## config.mk

```make
export PLATFORM = sky130hd
export DESIGN_NAME = swwc_sleep_ctrl
export DESIGN_NICKNAME = d
export VERILOG_FILES = /design/src/swwc_sleep_ctrl.v /design/src/swwc_wdt_base.v /design/src/swwc_io_hold.v
export VERILOG_INCLUDE_DIRS = /design/src
export SDC_FILE = /design/constraint.sdc
export NUM_CORES = 1
export LEC_CHECK = 0
export CORE_AREA = 2 2 111 113
export CTS_CLUSTER_DIAMETER = 120
export CTS_CLUSTER_SIZE = 24
export DETAILED_ROUTE_END_ITERATION = 8
export DIE_AREA = 0 0 113 115
export DONT_BUFFER_PORTS = 1
export PLACE_DENSITY = 0.7
export SLEW_MARGIN = 30
export SYNTH_ARGS = -nofsm -noshare
export SYNTH_HDL_FRONTEND = slang
export SYNTH_HIERARCHICAL = 1
export SYNTH_SLANG_ARGS = --single-unit
```

## constraint.sdc

```tcl
create_clock -name clk_sys -period 5.14 [get_ports clk_sys]
set_input_delay 1.028 -clock clk_sys [delete_from_list [all_inputs] [get_ports clk_sys]]
set_output_delay 1.028 -clock clk_sys [all_outputs]
set_load 0.1 [all_outputs]
```

## src/swwc_defs.vh

```
// register map, field positions, reset values and timing for the sleep/watchdog block
`ifndef SWWC_DEFS_VH
`define SWWC_DEFS_VH

// register indices; byte address is four times the index
`define SWWC_IDX_OPTION      12'h081
`define SWWC_IDX_CONFIG      16'h2007
`define SWWC_IDX_WAKE_EN     12'h090
`define SWWC_IDX_STATUS      12'h091
`define SWWC_IDX_WDT_COUNT   12'h092
`define SWWC_ADDR_OPTION     16'h0204
`define SWWC_ADDR_CONFIG     16'h801c
`define SWWC_ADDR_WAKE_EN    16'h0240
`define SWWC_ADDR_STATUS     16'h0244
`define SWWC_ADDR_WDT_COUNT  16'h0248

// option_control fields
`define SWWC_OPT_ASSIGN_BIT  3
`define SWWC_OPT_RATE_HI     2
`define SWWC_OPT_RATE_LO     0
`define SWWC_OPTION_RESET    8'hff

// device_configuration_word fields
`define SWWC_CFG_WDT_EN_BIT  2

// status fields
`define SWWC_ST_PD_BIT       3
`define SWWC_ST_TO_BIT       4
`define SWWC_ST_ASLEEP_BIT   0
`define SWWC_WAKE_EN_RESET   9'h000

// wake source bit positions inside the wake enable / flag vectors
`define SWWC_SRC_EXT_PIN     0
`define SWWC_SRC_PORT_CHG    1
`define SWWC_SRC_COUNT       9

// interrupt vector and timing
`define SWWC_IRQ_VECTOR      13'h0004
`define SWWC_CLK_MHZ         250
`define SWWC_WDT_PERIOD_US   18000
`define SWWC_WDT_CYCLES      (`SWWC_WDT_PERIOD_US * `SWWC_CLK_MHZ)
`define SWWC_POST_MAX_LOG2   7

`endif

```

## src/swwc_sleep_ctrl.v

```verilog
// sleep, wake-up and watchdog control with its apb register file
`timescale 1ns/1ns
`include "swwc_defs.vh"

module swwc_sleep_ctrl #(
  parameter WDT_CYCLES = `SWWC_WDT_CYCLES,  // clock cycles per nominal timeout
  parameter PORT_W     = 8                  // port pins held in sleep
) (
  input  wire              clk_sys,        // 250 MHz system clock
  input  wire              reset_n,        // asynchronous reset, active low
  input  wire              psel,           // apb select
  input  wire              penable,        // apb access phase
  input  wire              pwrite,         // apb direction
  input  wire [15:0]       paddr,          // apb byte address
  input  wire [31:0]       pwdata,         // apb write data
  output reg  [31:0]       prdata,         // apb read data
  output reg               pready,         // apb ready
  output reg               pslverr,        // apb error, unmapped address
  input  wire              sleepInstr,     // core executes sleep, one cycle
  input  wire              wdtClearInstr,  // core executes watchdog clear, one cycle
  input  wire              instrDone,      // core finished an instruction, pulse
  input  wire [12:0]       pcIn,           // address of the sleep instruction
  input  wire              globalIrqEn,    // core global interrupt enable
  input  wire [8:0]        irqFlag,        // ext pin, port change, 7 wake peripherals
  input  wire              masterClearN,   // master clear pin, active low
  input  wire [7:0]        configWord,     // configuration fuses
  input  wire [PORT_W-1:0] portOutIn,      // core port drive levels
  input  wire [PORT_W-1:0] portOeIn,       // core port enables
  output wire [PORT_W-1:0] portOut,        // held port drive levels
  output wire [PORT_W-1:0] portOe,         // held port enables
  output reg               oscDriverEn,    // main oscillator driver on
  output reg               phaseClkEn,     // internal phase clocks run
  output reg               deviceReset,    // full device reset pulse
  output reg               wakeUp,         // resume execution pulse
  output reg  [12:0]       prefetchAddr,   // address prefetched by sleep
  output reg               prefetchValid,  // prefetch address valid
  output reg               vectorReq,      // branch to vector pulse
  output reg  [12:0]       vectorAddr      // branch target
);

  // one-hot sleep states
  localparam [3:0] ST_RUN   = 4'b0001;
  localparam [3:0] ST_SLEEP = 4'b0010;
  localparam [3:0] ST_NEXT  = 4'b0100;
  localparam [3:0] ST_VEC   = 4'b1000;

  reg        rstMetaQ;
  reg        rstSyncQ;
  reg        cfgCapQ;
  reg [7:0]  configQ;
  reg [7:0]  optionQ;
  reg [8:0]  wakeEnQ;
  reg        pdFlagQ;
  reg        toFlagQ;
  reg [3:0]  stateQ;
  reg [3:0]  stateD;
  reg [6:0]  postQ;
  reg        mclrQ;
  reg        wdtClear;
  reg        wdtTimeout;
  reg [31:0] rdData;
  reg        rdOk;

  wire       wdtTick;
  wire       wdtEn;
  wire       assignWdt;
  wire [2:0] rate;
  wire [6:0] postMask;
  wire       pending;
  wire       sleepGo;
  wire       busWr;
  wire       busSetup;
  wire       wdtRunReset;

  //////////////////////////////////////////////////////////////////////////////
  // reset release through two flops
  // only the second flop feeds the design, so a slow release never splits it
  always @(posedge clk_sys or negedge reset_n) begin
    if (!reset_n) begin
      rstMetaQ <= 1'b0;
      rstSyncQ <= 1'b0;
    end else begin
      rstMetaQ <= 1'b1;
      rstSyncQ <= rstMetaQ;
    end
  end

  // fuses are caught once after release, like a strap
  // later changes on the fuse pins are ignored until the next reset
  always @(posedge clk_sys or negedge rstSyncQ) begin
    if (!rstSyncQ) begin
      cfgCapQ <= 1'b0;
      configQ <= 8'h00;
    end else if (!cfgCapQ) begin
      cfgCapQ <= 1'b1;
      configQ <= configWord;
    end
  end

  //////////////////////////////////////////////////////////////////////////////
  // decoded controls
  // the fuse counts only once captured, so no timeout can fire during release
  assign wdtEn     = configQ[`SWWC_CFG_WDT_EN_BIT] & cfgCapQ;
  assign assignWdt = optionQ[`SWWC_OPT_ASSIGN_BIT];
  assign rate      = optionQ[`SWWC_OPT_RATE_HI:`SWWC_OPT_RATE_LO];
  // two to the n minus one: postscaler terminal count, n up to 7 gives 1:128
  assign postMask  = (7'h7f >> (3'd7 - rate));
  // only enabled sources count; global enable is ignored here
  assign pending   = |(irqFlag & wakeEnQ);
  assign sleepGo   = sleepInstr && stateQ == ST_RUN && !pending;

  //////////////////////////////////////////////////////////////////////////////
  // watchdog base period
  swwc_wdt_base #(
    .PERIOD (WDT_CYCLES)
  ) uWdtBase (
    .clk    (clk_sys),
    .rstN   (rstSyncQ),
    .clear  (wdtClear),
    .enable (wdtEn),
    .tick   (wdtTick)
  );

  // clear from the clear instruction while running or from an executed sleep at its entry
  always @* begin
    wdtClear = (wdtClearInstr && stateQ == ST_RUN) || sleepGo;
  end

  // postscaler: counts base ticks when assigned, else every tick times out
  always @(posedge clk_sys or negedge rstSyncQ) begin
    if (!rstSyncQ) begin
      postQ <= 7'h00;
    end else if (wdtClear || !assignWdt) begin
      postQ <= 7'h00;
    end else if (wdtTick) begin
      // >= so that a rate lowered mid-count still ends at the next tick
      postQ <= (postQ >= postMask) ? 7'h00 : postQ + 7'h01;
    end
  end

  // a clear in the same cycle as the final tick wins over the timeout
  always @* begin
    wdtTimeout = wdtTick && !wdtClear && (!assignWdt || postQ >= postMask);
  end

  // the same timeout restarts a running device instead of waking it
  assign wdtRunReset = wdtTimeout && stateQ != ST_SLEEP;

  //////////////////////////////////////////////////////////////////////////////
  // master clear pin, sampled once
  // a plain level with no filter; a glitch of one cycle is a full reset
  always @(posedge clk_sys or negedge rstSyncQ) begin
    if (!rstSyncQ) begin
      mclrQ <= 1'b0;
    end else begin
      mclrQ <= !masterClearN;
    end
  end

  //////////////////////////////////////////////////////////////////////////////
  // sleep state machine next state
  always @* begin
    stateD = stateQ;
    case (stateQ)
      ST_RUN: begin
        if (sleepGo) begin
          stateD = ST_SLEEP;
        end
      end
      ST_SLEEP: begin
        if (wdtTimeout || pending) begin
          stateD = ST_NEXT;
        end
      end
      ST_NEXT: begin
        if (instrDone) begin
          stateD = globalIrqEn ? ST_VEC : ST_RUN;
        end
      end
      ST_VEC: begin
        // one cycle to issue the branch, then back to running
        stateD = ST_RUN;
      end
      default: begin
        // an illegal one-hot code recovers to running
        stateD = ST_RUN;
      end
    endcase
  end

  // state register; master clear or a running timeout restarts the device
  always @(posedge clk_sys or negedge rstSyncQ) begin
    if (!rstSyncQ) begin
      stateQ <= ST_RUN;
    end else if (mclrQ || wdtRunReset) begin
      stateQ <= ST_RUN;
    end else begin
      stateQ <= stateD;
    end
  end

  //////////////////////////////////////////////////////////////////////////////
  // power-down and timeout flags
  // a timeout never meets an executed sleep: the sleep clears the watchdog
  always @(posedge clk_sys or negedge rstSyncQ) begin
    if (!rstSyncQ) begin
      pdFlagQ <= 1'b1;
      toFlagQ <= 1'b1;
    end else if (wdtTimeout && stateQ == ST_SLEEP) begin
      toFlagQ <= 1'b0;
    end else if (wdtTimeout && !mclrQ) begin
      pdFlagQ <= 1'b1;
      toFlagQ <= 1'b0;
    end else if (sleepGo && !mclrQ) begin
      pdFlagQ <= 1'b0;
      toFlagQ <= 1'b1;
    end
  end

  //////////////////////////////////////////////////////////////////////////////
  // core-facing outputs, all registered
  always @(posedge clk_sys or negedge rstSyncQ) begin
    if (!rstSyncQ) begin
      oscDriverEn   <= 1'b1;
      phaseClkEn    <= 1'b1;
      deviceReset   <= 1'b0;
      wakeUp        <= 1'b0;
      prefetchAddr  <= 13'h0000;
      prefetchValid <= 1'b0;
      vectorReq     <= 1'b0;
      vectorAddr    <= `SWWC_IRQ_VECTOR;
    end else begin
      // oscillator and phase clocks stop while asleep
      oscDriverEn <= (stateD != ST_SLEEP) || mclrQ;
      phaseClkEn  <= (stateD != ST_SLEEP) || mclrQ;
      deviceReset <= mclrQ || wdtRunReset;
      wakeUp      <= !mclrQ && stateQ == ST_SLEEP && stateD == ST_NEXT;
      vectorReq   <= !mclrQ && stateQ == ST_NEXT && stateD == ST_VEC;
      vectorAddr  <= `SWWC_IRQ_VECTOR;
      // a restart drops the prefetched word so it is never run later, except a master clear in the same cycle as a sleep
      if (sleepGo) begin
        prefetchAddr  <= pcIn + 13'h0001;
        prefetchValid <= 1'b1;
      end else if (mclrQ || wdtRunReset || stateQ == ST_VEC ||
                   (stateQ == ST_NEXT && instrDone)) begin
        prefetchValid <= 1'b0;
      end
    end
  end

  //////////////////////////////////////////////////////////////////////////////
  // port hold while asleep
  // hold follows the registered state, so the sleep edge itself still captures
  swwc_io_hold #(
    .WIDTH  (PORT_W)
  ) uIoHold (
    .clk    (clk_sys),
    .rstN   (rstSyncQ),
    .hold   (stateQ == ST_SLEEP),
    .outIn  (portOutIn),
    .oeIn   (portOeIn),
    .outPin (portOut),
    .oePin  (portOe)
  );

  //////////////////////////////////////////////////////////////////////////////
  // apb slave: ready rises in the access phase, so every transfer has no wait
  assign busSetup = psel && !penable;
  assign busWr    = psel && penable && pready && pwrite;

  // read mux; unmapped addresses answer with an error
  always @* begin
    rdData = 32'h0;
    rdOk   = 1'b1;
    case (paddr)
      `SWWC_ADDR_OPTION:    rdData = {24'h0, optionQ};
      `SWWC_ADDR_CONFIG:    rdData = {24'h0, configQ};
      `SWWC_ADDR_WAKE_EN:   rdData = {23'h0, wakeEnQ};
      `SWWC_ADDR_STATUS: begin
        rdData[`SWWC_ST_TO_BIT]     = toFlagQ;
        rdData[`SWWC_ST_PD_BIT]     = pdFlagQ;
        rdData[`SWWC_ST_ASLEEP_BIT] = (stateQ == ST_SLEEP);
      end
      `SWWC_ADDR_WDT_COUNT: rdData = {25'h0, postQ};
      default:              rdOk   = 1'b0;
    endcase
  end

  // answer registered at the setup edge, held through the access phase
  always @(posedge clk_sys or negedge rstSyncQ) begin
    if (!rstSyncQ) begin
      pready  <= 1'b0;
      pslverr <= 1'b0;
      prdata  <= 32'h0;
    end else if (busSetup) begin
      pready  <= 1'b1;
      pslverr <= !rdOk;
      prdata  <= pwrite ? 32'h0 : rdData;
    end else begin
      pready  <= 1'b0;
      pslverr <= 1'b0;
      prdata  <= 32'h0;
    end
  end

  // writable registers; config and status are read-only
  // a write lands at the access edge, the one at which pready is high
  always @(posedge clk_sys or negedge rstSyncQ) begin
    if (!rstSyncQ) begin
      optionQ <= `SWWC_OPTION_RESET;
      wakeEnQ <= `SWWC_WAKE_EN_RESET;
    end else if (busWr && !pslverr) begin
      if (paddr == `SWWC_ADDR_OPTION) begin
        optionQ <= pwdata[7:0];
      end
      if (paddr == `SWWC_ADDR_WAKE_EN) begin
        wakeEnQ <= pwdata[8:0];
      end
    end
  end

endmodule

```

## src/swwc_wdt_base.v

```verilog
// watchdog base period divider: one-cycle tick each nominal period
`timescale 1ns/1ns
module swwc_wdt_base #(
  parameter PERIOD = 4500000  // clock cycles per nominal period
) (
  input  wire        clk,     // system clock
  input  wire        rstN,    // synchronised reset, active low
  input  wire        clear,   // restart the period
  input  wire        enable,  // watchdog enabled by fuse
  output reg         tick     // one-cycle pulse at period end
);

  reg [31:0] countQ;

  //////////////////////////////////////////////////////////////////////////////
  // free-running count; a clear restarts it without stopping it
  always @(posedge clk or negedge rstN) begin
    if (!rstN) begin
      countQ <= 32'h0;
      tick   <= 1'b0;
    end else if (clear || !enable) begin
      countQ <= 32'h0;
      tick   <= 1'b0;
    end else if (countQ == PERIOD - 1) begin
      countQ <= 32'h0;
      tick   <= 1'b1;
    end else begin
      countQ <= countQ + 32'h1;
      tick   <= 1'b0;
    end
  end

endmodule

```

## src/swwc_io_hold.v

```verilog
// per-pin output hold: freezes drive level and enable while asleep
`timescale 1ns/1ns
module swwc_io_hold #(
  parameter WIDTH = 8  // number of port pins
) (
  input  wire             clk,     // system clock
  input  wire             rstN,    // synchronised reset, active low
  input  wire             hold,    // high while in power-down
  input  wire [WIDTH-1:0] outIn,   // core drive level
  input  wire [WIDTH-1:0] oeIn,    // core output enable
  output wire [WIDTH-1:0] outPin,  // pin drive level, from flop
  output wire [WIDTH-1:0] oePin    // pin output enable, from flop
);

  genvar i;

  //////////////////////////////////////////////////////////////////////////////
  // each pin keeps high, low or released exactly as before sleep
  generate
    for (i = 0; i < WIDTH; i = i + 1) begin : gPin
      reg outQ;
      reg oeQ;
      always @(posedge clk or negedge rstN) begin
        if (!rstN) begin
          outQ <= 1'b0;
          oeQ  <= 1'b0;
        end else if (!hold) begin
          outQ <= outIn[i];
          oeQ  <= oeIn[i];
        end
      end
      assign outPin[i] = outQ;
      assign oePin[i]  = oeQ;
    end
  endgenerate

endmodule

```

Yosys cells after proc, flatten, opt, wreduce, memory -nomap -nowiden
Index checks and enable logic that the tools add are counted. W data, S select, Z words.

Output and inout port bits: 82. Flip-flop bits (word level): 143. Input port bits: 104. Logic and storage cells: 136.

Shift operators: 1. Mux-type cells: 29. Add/sub/neg operators: 4. Bitwise operators: 3. Reductions and logical operators: 46. Eq/ne operators: 14. $lt $le $gt $ge: 1.

Operators by type and width (count): $mux W32 (4); $eq A16 B10 Y1 const B (4); $add A32 B1 Y32 const B (1); $eq A32 B23 Y1 const B (1); $mux W7 (3); $mux W4 (5); $logic_and A1 B1 Y1 (19); $eq A16 B16 Y1 const B (1); $pmux W4 S4 (1); $add A13 B1 Y13 const B (1); $mux W1 (12); $pmux W4 S3 (1); $pmux W2 S5 (1); $and A9 B9 Y9 (1); $logic_not A1 Y1 (9); $logic_or A1 B1 Y1 (9); $reduce_or A9 Y1 (1); $eq A4 B3 Y1 const B (2); $eq A4 B4 Y1 const B (2); $ne A4 B2 Y1 const B (2); $pmux W2 S4 (1); $add A7 B1 Y7 const B (1); $ge A7 B7 Y1 (1); $shr A7 B3 Y7 const A (1); other kinds (10) (14).

Logic depth before layout (Yosys ltp)
Word-level depth: 14. Depth in mapped cells: 10. Gate-level depth less buffers: 8.

Hierarchy
The synthesis kept the hierarchy.

Modules (own cells, without submodules): swwc_sleep_ctrl (sequential area each 1791.7 um2, area each 3747.3 um2, cells each 366, instances 1); swwc_wdt_base (sequential area each 825.8 um2, area each 1829.3 um2, cells each 193, instances 1); swwc_io_hold (sequential area each 400.4 um2, area each 769.5 um2, cells each 50, instances 1).

Worst setup path before layout
OpenSTA, ideal clock, no wires.

Path kind: input port to flip-flop. Start point: input paddr[10]. End point: register wakeEnQ[0]. Data arrival time: 2616 ps. Cell stages on the path: 6. Path buffers: 1. Setup time: 125 ps. Required time: 5015 ps. Path slack: 2399 ps. Cell sequence: nor4_1 > nand2_1 > or3_1 > buf_6 > nor3_4 > mux2_2.

Longest elaborated chain between the ends: 2.

RTL lines: start, declared (line swwc_sleep_ctrl.v:14) `input wire [15:0] paddr,`; $eq A16 B10 Y1; $reduce_and A2 Y1 (no source line); end signal, assigned (line swwc_sleep_ctrl.v:311) `` wakeEnQ <= `SWWC_WAKE_EN_RESET; ``; end signal, assigned (line swwc_sleep_ctrl.v:317) `wakeEnQ <= pwdata[8:0];`; end, declared (line swwc_sleep_ctrl.v:52) `reg [8:0] wakeEnQ;`.

Every way passes these cells. A chain may end at the register's enable or synchronous reset.

Final worst setup path
Start point: register optionQ[1]. End point: register stateQ[1].

Longest elaborated chain between the ends: 9. Elaborated cells on any way between the ends: 11. Classes of those cells: add/sub (1); order compare (1); shift (1); mux (3); reduce/logical (5).

RTL lines: start, declared (line swwc_sleep_ctrl.v:51) `reg [7:0] optionQ;`; start signal, assigned (line swwc_sleep_ctrl.v:310) `` optionQ <= `SWWC_OPTION_RESET; ``; start signal, assigned (line swwc_sleep_ctrl.v:314) `optionQ <= pwdata[7:0];`; $sub A3 B3 Y3 * (line swwc_sleep_ctrl.v:107) `assign postMask = (7'h7f >> (3'd7 - rate));`; $shr A7 B3 Y7 * (line swwc_sleep_ctrl.v:107); $ge A7 B7 Y1 * (line swwc_sleep_ctrl.v:143) `wdtTimeout = wdtTick && !wdtClear && (!assignWdt || postQ >= postMask);`; $logic_or A1 B1 Y1 * (line swwc_sleep_ctrl.v:143); $logic_and A1 B1 Y1 * (line swwc_sleep_ctrl.v:143); $logic_or A1 B1 Y1 (line swwc_sleep_ctrl.v:171) `if (wdtTimeout || pending) begin`; $mux W4 (line swwc_sleep_ctrl.v:171); $pmux W4 S3 (line swwc_sleep_ctrl.v:164) `case (stateQ)`; $mux W4 * (line swwc_sleep_ctrl.v:195) `end else if (mclrQ || wdtRunReset) begin`; end signal, assigned (line swwc_sleep_ctrl.v:198) `stateQ <= stateD;`; end, declared (line swwc_sleep_ctrl.v:55) `reg [3:0] stateQ;`.

Mark *: on every way between the ends. The rest lies on a longest branch, timed or not.

==> flow_summary.yaml <==
clock_tree:
  worstSkewPairLatency_ns: 0.41
  cts.clk_slew.worst_paths_ns: 0.06
  cts_tree: "built"
  cts.sinks: 120
  cts_resized: 0
  cts_hold_buf: 0
  cts_setup_buffers: 0
  h-tree-depth: 4
  cts_buffer_depth: 2
  numCtsBuffers: 17
  cts_root_buf: "clkbuf_16"
route:
  post_drt_wl_per_cell_um: 17.67
  vias: 4517
  drc: 17
  dr.pass1.iters: 9
  wirelength_um: 13380
  initialDrtViolationCount: 405
  ant_nets: 0
  viasPerCell: 5.967
timing:
  worst_pin_slew_ns: 0.9795
  hold_viol_final: 0
  rsz0062_at_grt: "false"
  finClkSkew_ns: 0.006054
  maxSlewHeadroom_pct: 34.85
  fin_tns_setup_ns: 0
  fmax_ghz: 0.3632
  slew_violations: 0
  fin_crit_sh_pct: 53.57
  min_period_ns: 2.753
  setup_viol_count_final: 0
global_routing:
  met1_usage_pct: 26.16
  grt_use_met2_pct: 34.09
  grt_pass1_vias: 4353
  gr-usage-met3_pct: 5.693
  gr-total-overflow: 0
  grt.total_usage_pct: 20.52
  grt_first_pass_wirelength_um: 21340
  grt_max_degree: 48
  antenna_found_initial: 0
  gr-max-usage-layer: "met2"
placed_design:
  place_hpwl_um: 9413
  gp_congestion: 0.8811
  portBuffers: 0
  dp.cells: 725
synth:
  ys_seq_elements: 120
  synth-adder-area-share_pct: 1.972
  ys_types: 58
  async_flop_share_pct: 100.0
  synth_compound_area_share_pct: 10.45
  synthMuxAreaShare_pct: 8.024
  ys.flop_type: "dfrtp_1"
  ys_seq_area_share_pct: 47.56
  synthSimpleGateAreaFrac_pct: 19.72
  synth_area_mm2: 0.006346
  synth_top_family_by_area: "simple AND/OR/NAND/NOR gates"
  netlist_instances: 609
  syn_avg_cell_area_um2: 10.42
  synth_area_leader_cell: "dfrtp_1"
  synth-xor-area-share_pct: 3.174
  yosysTopAreaCellShare_pct: 42.59
  synthTopCellsByArea: "dfrtp_1 (43%), buf_4 (6.9%), mux2_2 (5.5%)"
  synth_edf_count: 0
  synth_warnings: 6
critical_path:
  cp_cell_sequence: "o21ai_0 -> ha_1 -> and4_1 -> o21ai_0 -> o2111ai_1 -> nand4_1 -> and2_1 -> o21a_1"
  critPathMaxStageDelay_ns: 0.62
  crit_type: "reg -> reg"
  required_ns: 5.44
  crit_arrival_ns: 3.05
  slowest_stage: "o2111ai_1"
  cp_max_fo: 10
  worstSetupStartpointType: "flip-flop"
  critical_path.endpoint_type: "flip-flop"
  critPathMostFrequentCell: "o21ai_0"
floorplan:
  die_area_mm2: 0.01300
  die_y_um: 115
  design.core.area_mm2: 0.01181
  die_w_um: 113
  ioPinCount: 186
  rows: 40
  start_util_pct: 53.73
outcome:
  failed_checks: "design-rule violations"
  outcome: "finished with violations"
layout:
  nets: 711
  drive_above_1_share_pct: 17.87
  layout_common_cells: "dfrtp_1 (107), nor2_1 (52), a21oi_1 (48), conb_1 (38), nand2_1 (32)"
  final_common_cell: "dfrtp_1"
  fin_cells: 757
  n_antenna_cell: 0
  areaGrowthSynthToFinish_pct: 7.630
power_and_ir_drop:
  power_uw: 2750
  power_density_mw_per_mm2: 402.6
  p_leak_uw: 0.002800
  ir_worst_vdd_mv: 0.2319
run:
  drv_cap: 0
min_path:
  hold_path_class: "reg -> async"
[power breakdown]
part	total [uW]	switching, uW	internal [uW]	leakage, uW
Clock	1240	462	774	0.000301
Sequential	1290	304	986	0.00152
Combinational	225	175	49.7	0.000976
[Yosys cell counts (all sizes together), types with 2 or more instances]
| cell | number |
|---|---|
| a21oi | 50 |
| a222oi | 2 |
| a22oi | 17 |
| and2 | 5 |
| and3 | 8 |
| and4 | 9 |
| buf | 67 |
| clkbuf | 5 |
| conb | 2 |
| dfrtp | 108 |
| dfstp | 12 |
| ha | 10 |
| inv | 10 |
| mux2 | 41 |
| nand2 | 34 |
| nand2b | 6 |
| nand3 | 23 |
| nand3b | 5 |
| nand4 | 17 |
| nor2 | 52 |
| nor2b | 6 |
| nor3 | 13 |
| nor3b | 2 |
| nor4 | 6 |
| nor4b | 5 |
| o21ai | 24 |
| o31ai | 11 |
| or2 | 3 |
| or3 | 11 |
| or4 | 10 |
| xnor2 | 9 |
| xor2 | 14 |
[through the flow]
| step | instance area, um^2 | setup slack [ns] | hold slack, ns | utilization (%) |
|---|---|---|---|---|
| after floorplan | 6481 | 1.570 | 0.3312 | - |
| after global placement | 6180 | 2.038 | 0.3381 | 52.32 |
| after detailed placement | 6207 | 1.996 | 0.3141 | 52.55 |
| after CTS | 6825 | 2.395 | 0.2902 | 57.79 |
| after global routing | 6830 | 2.194 | 0.2862 | 57.83 |
| final | 6830 | 2.387 | 0.3009 | 57.83 |
[state kept, by name, indices dropped and copies added, names as in the netlist, 4 cells and up]
signal / count
wakeEnQ: 9
prdata: 9
stateQ: 4
postQ: 7
optionQ: 8
uWdtBase/countQ: 32
uIoHold/gPin.oeQ: 8
prefetchAddr: 13
uIoHold/gPin.outQ: 8
configQ: 8
[area by class of cell]
type                            count  area (um^2)
Sequential cell                   120         3022
Multi-Input combinational cell    443         2912
Tap cell                          147        183.9
Inverter                           10        37.54
Fill cell                         994         4981
Clock buffer                       17        425.4
Clock inverter                     15        192.7
Timing Repair Buffer                5        57.56
[path summary, 6_finish.rpt]
path	to	slack (ns)	startpoint	depth (start not counted)
max reg2reg	stateQ[1]	2.39	optionQ[1]	8
max in group asynchronous	phaseClkEn	3.97	rstSyncQ	1
max	stateQ[1]	2.39	optionQ[1]	8
min in group clk_sys	rstSyncQ	0.35	rstMetaQ	0
min reg2reg	uWdtBase/countQ[1]	0.30	rstSyncQ	0
min	uWdtBase/countQ[1]	0.30	rstSyncQ	0
[cell families after synthesis]
| logic type | Yosys count |
|---|---|
| AO/OA/AOI/OAI | 111 |
| XOR/XNOR | 23 |
| adder cells (fa/ha/maj) | 10 |
| buffers and inverters | 82 |
| flip-flops | 120 |
| multiplexers | 42 |
| other | 2 |
| AND/OR/NAND/NOR | 219 |
[metal layers]
layer  vias up  wire length [um]
li1       2092                 -
met1      2233              5622
met2       173              6717
met3        19               805
met4         0               231
met5         -                 0
[critical path: cells and delay by family, from the launching register on]
kind                     cells  cell delay [ns]
AND/OR/NAND/NOR              3             0.72
AO/OA/AOI/OAI                4             1.00
flip-flops                   1             0.61
adder cells (fa/ha/maj)      1             0.31
Power figures use the tool's default switching activity.
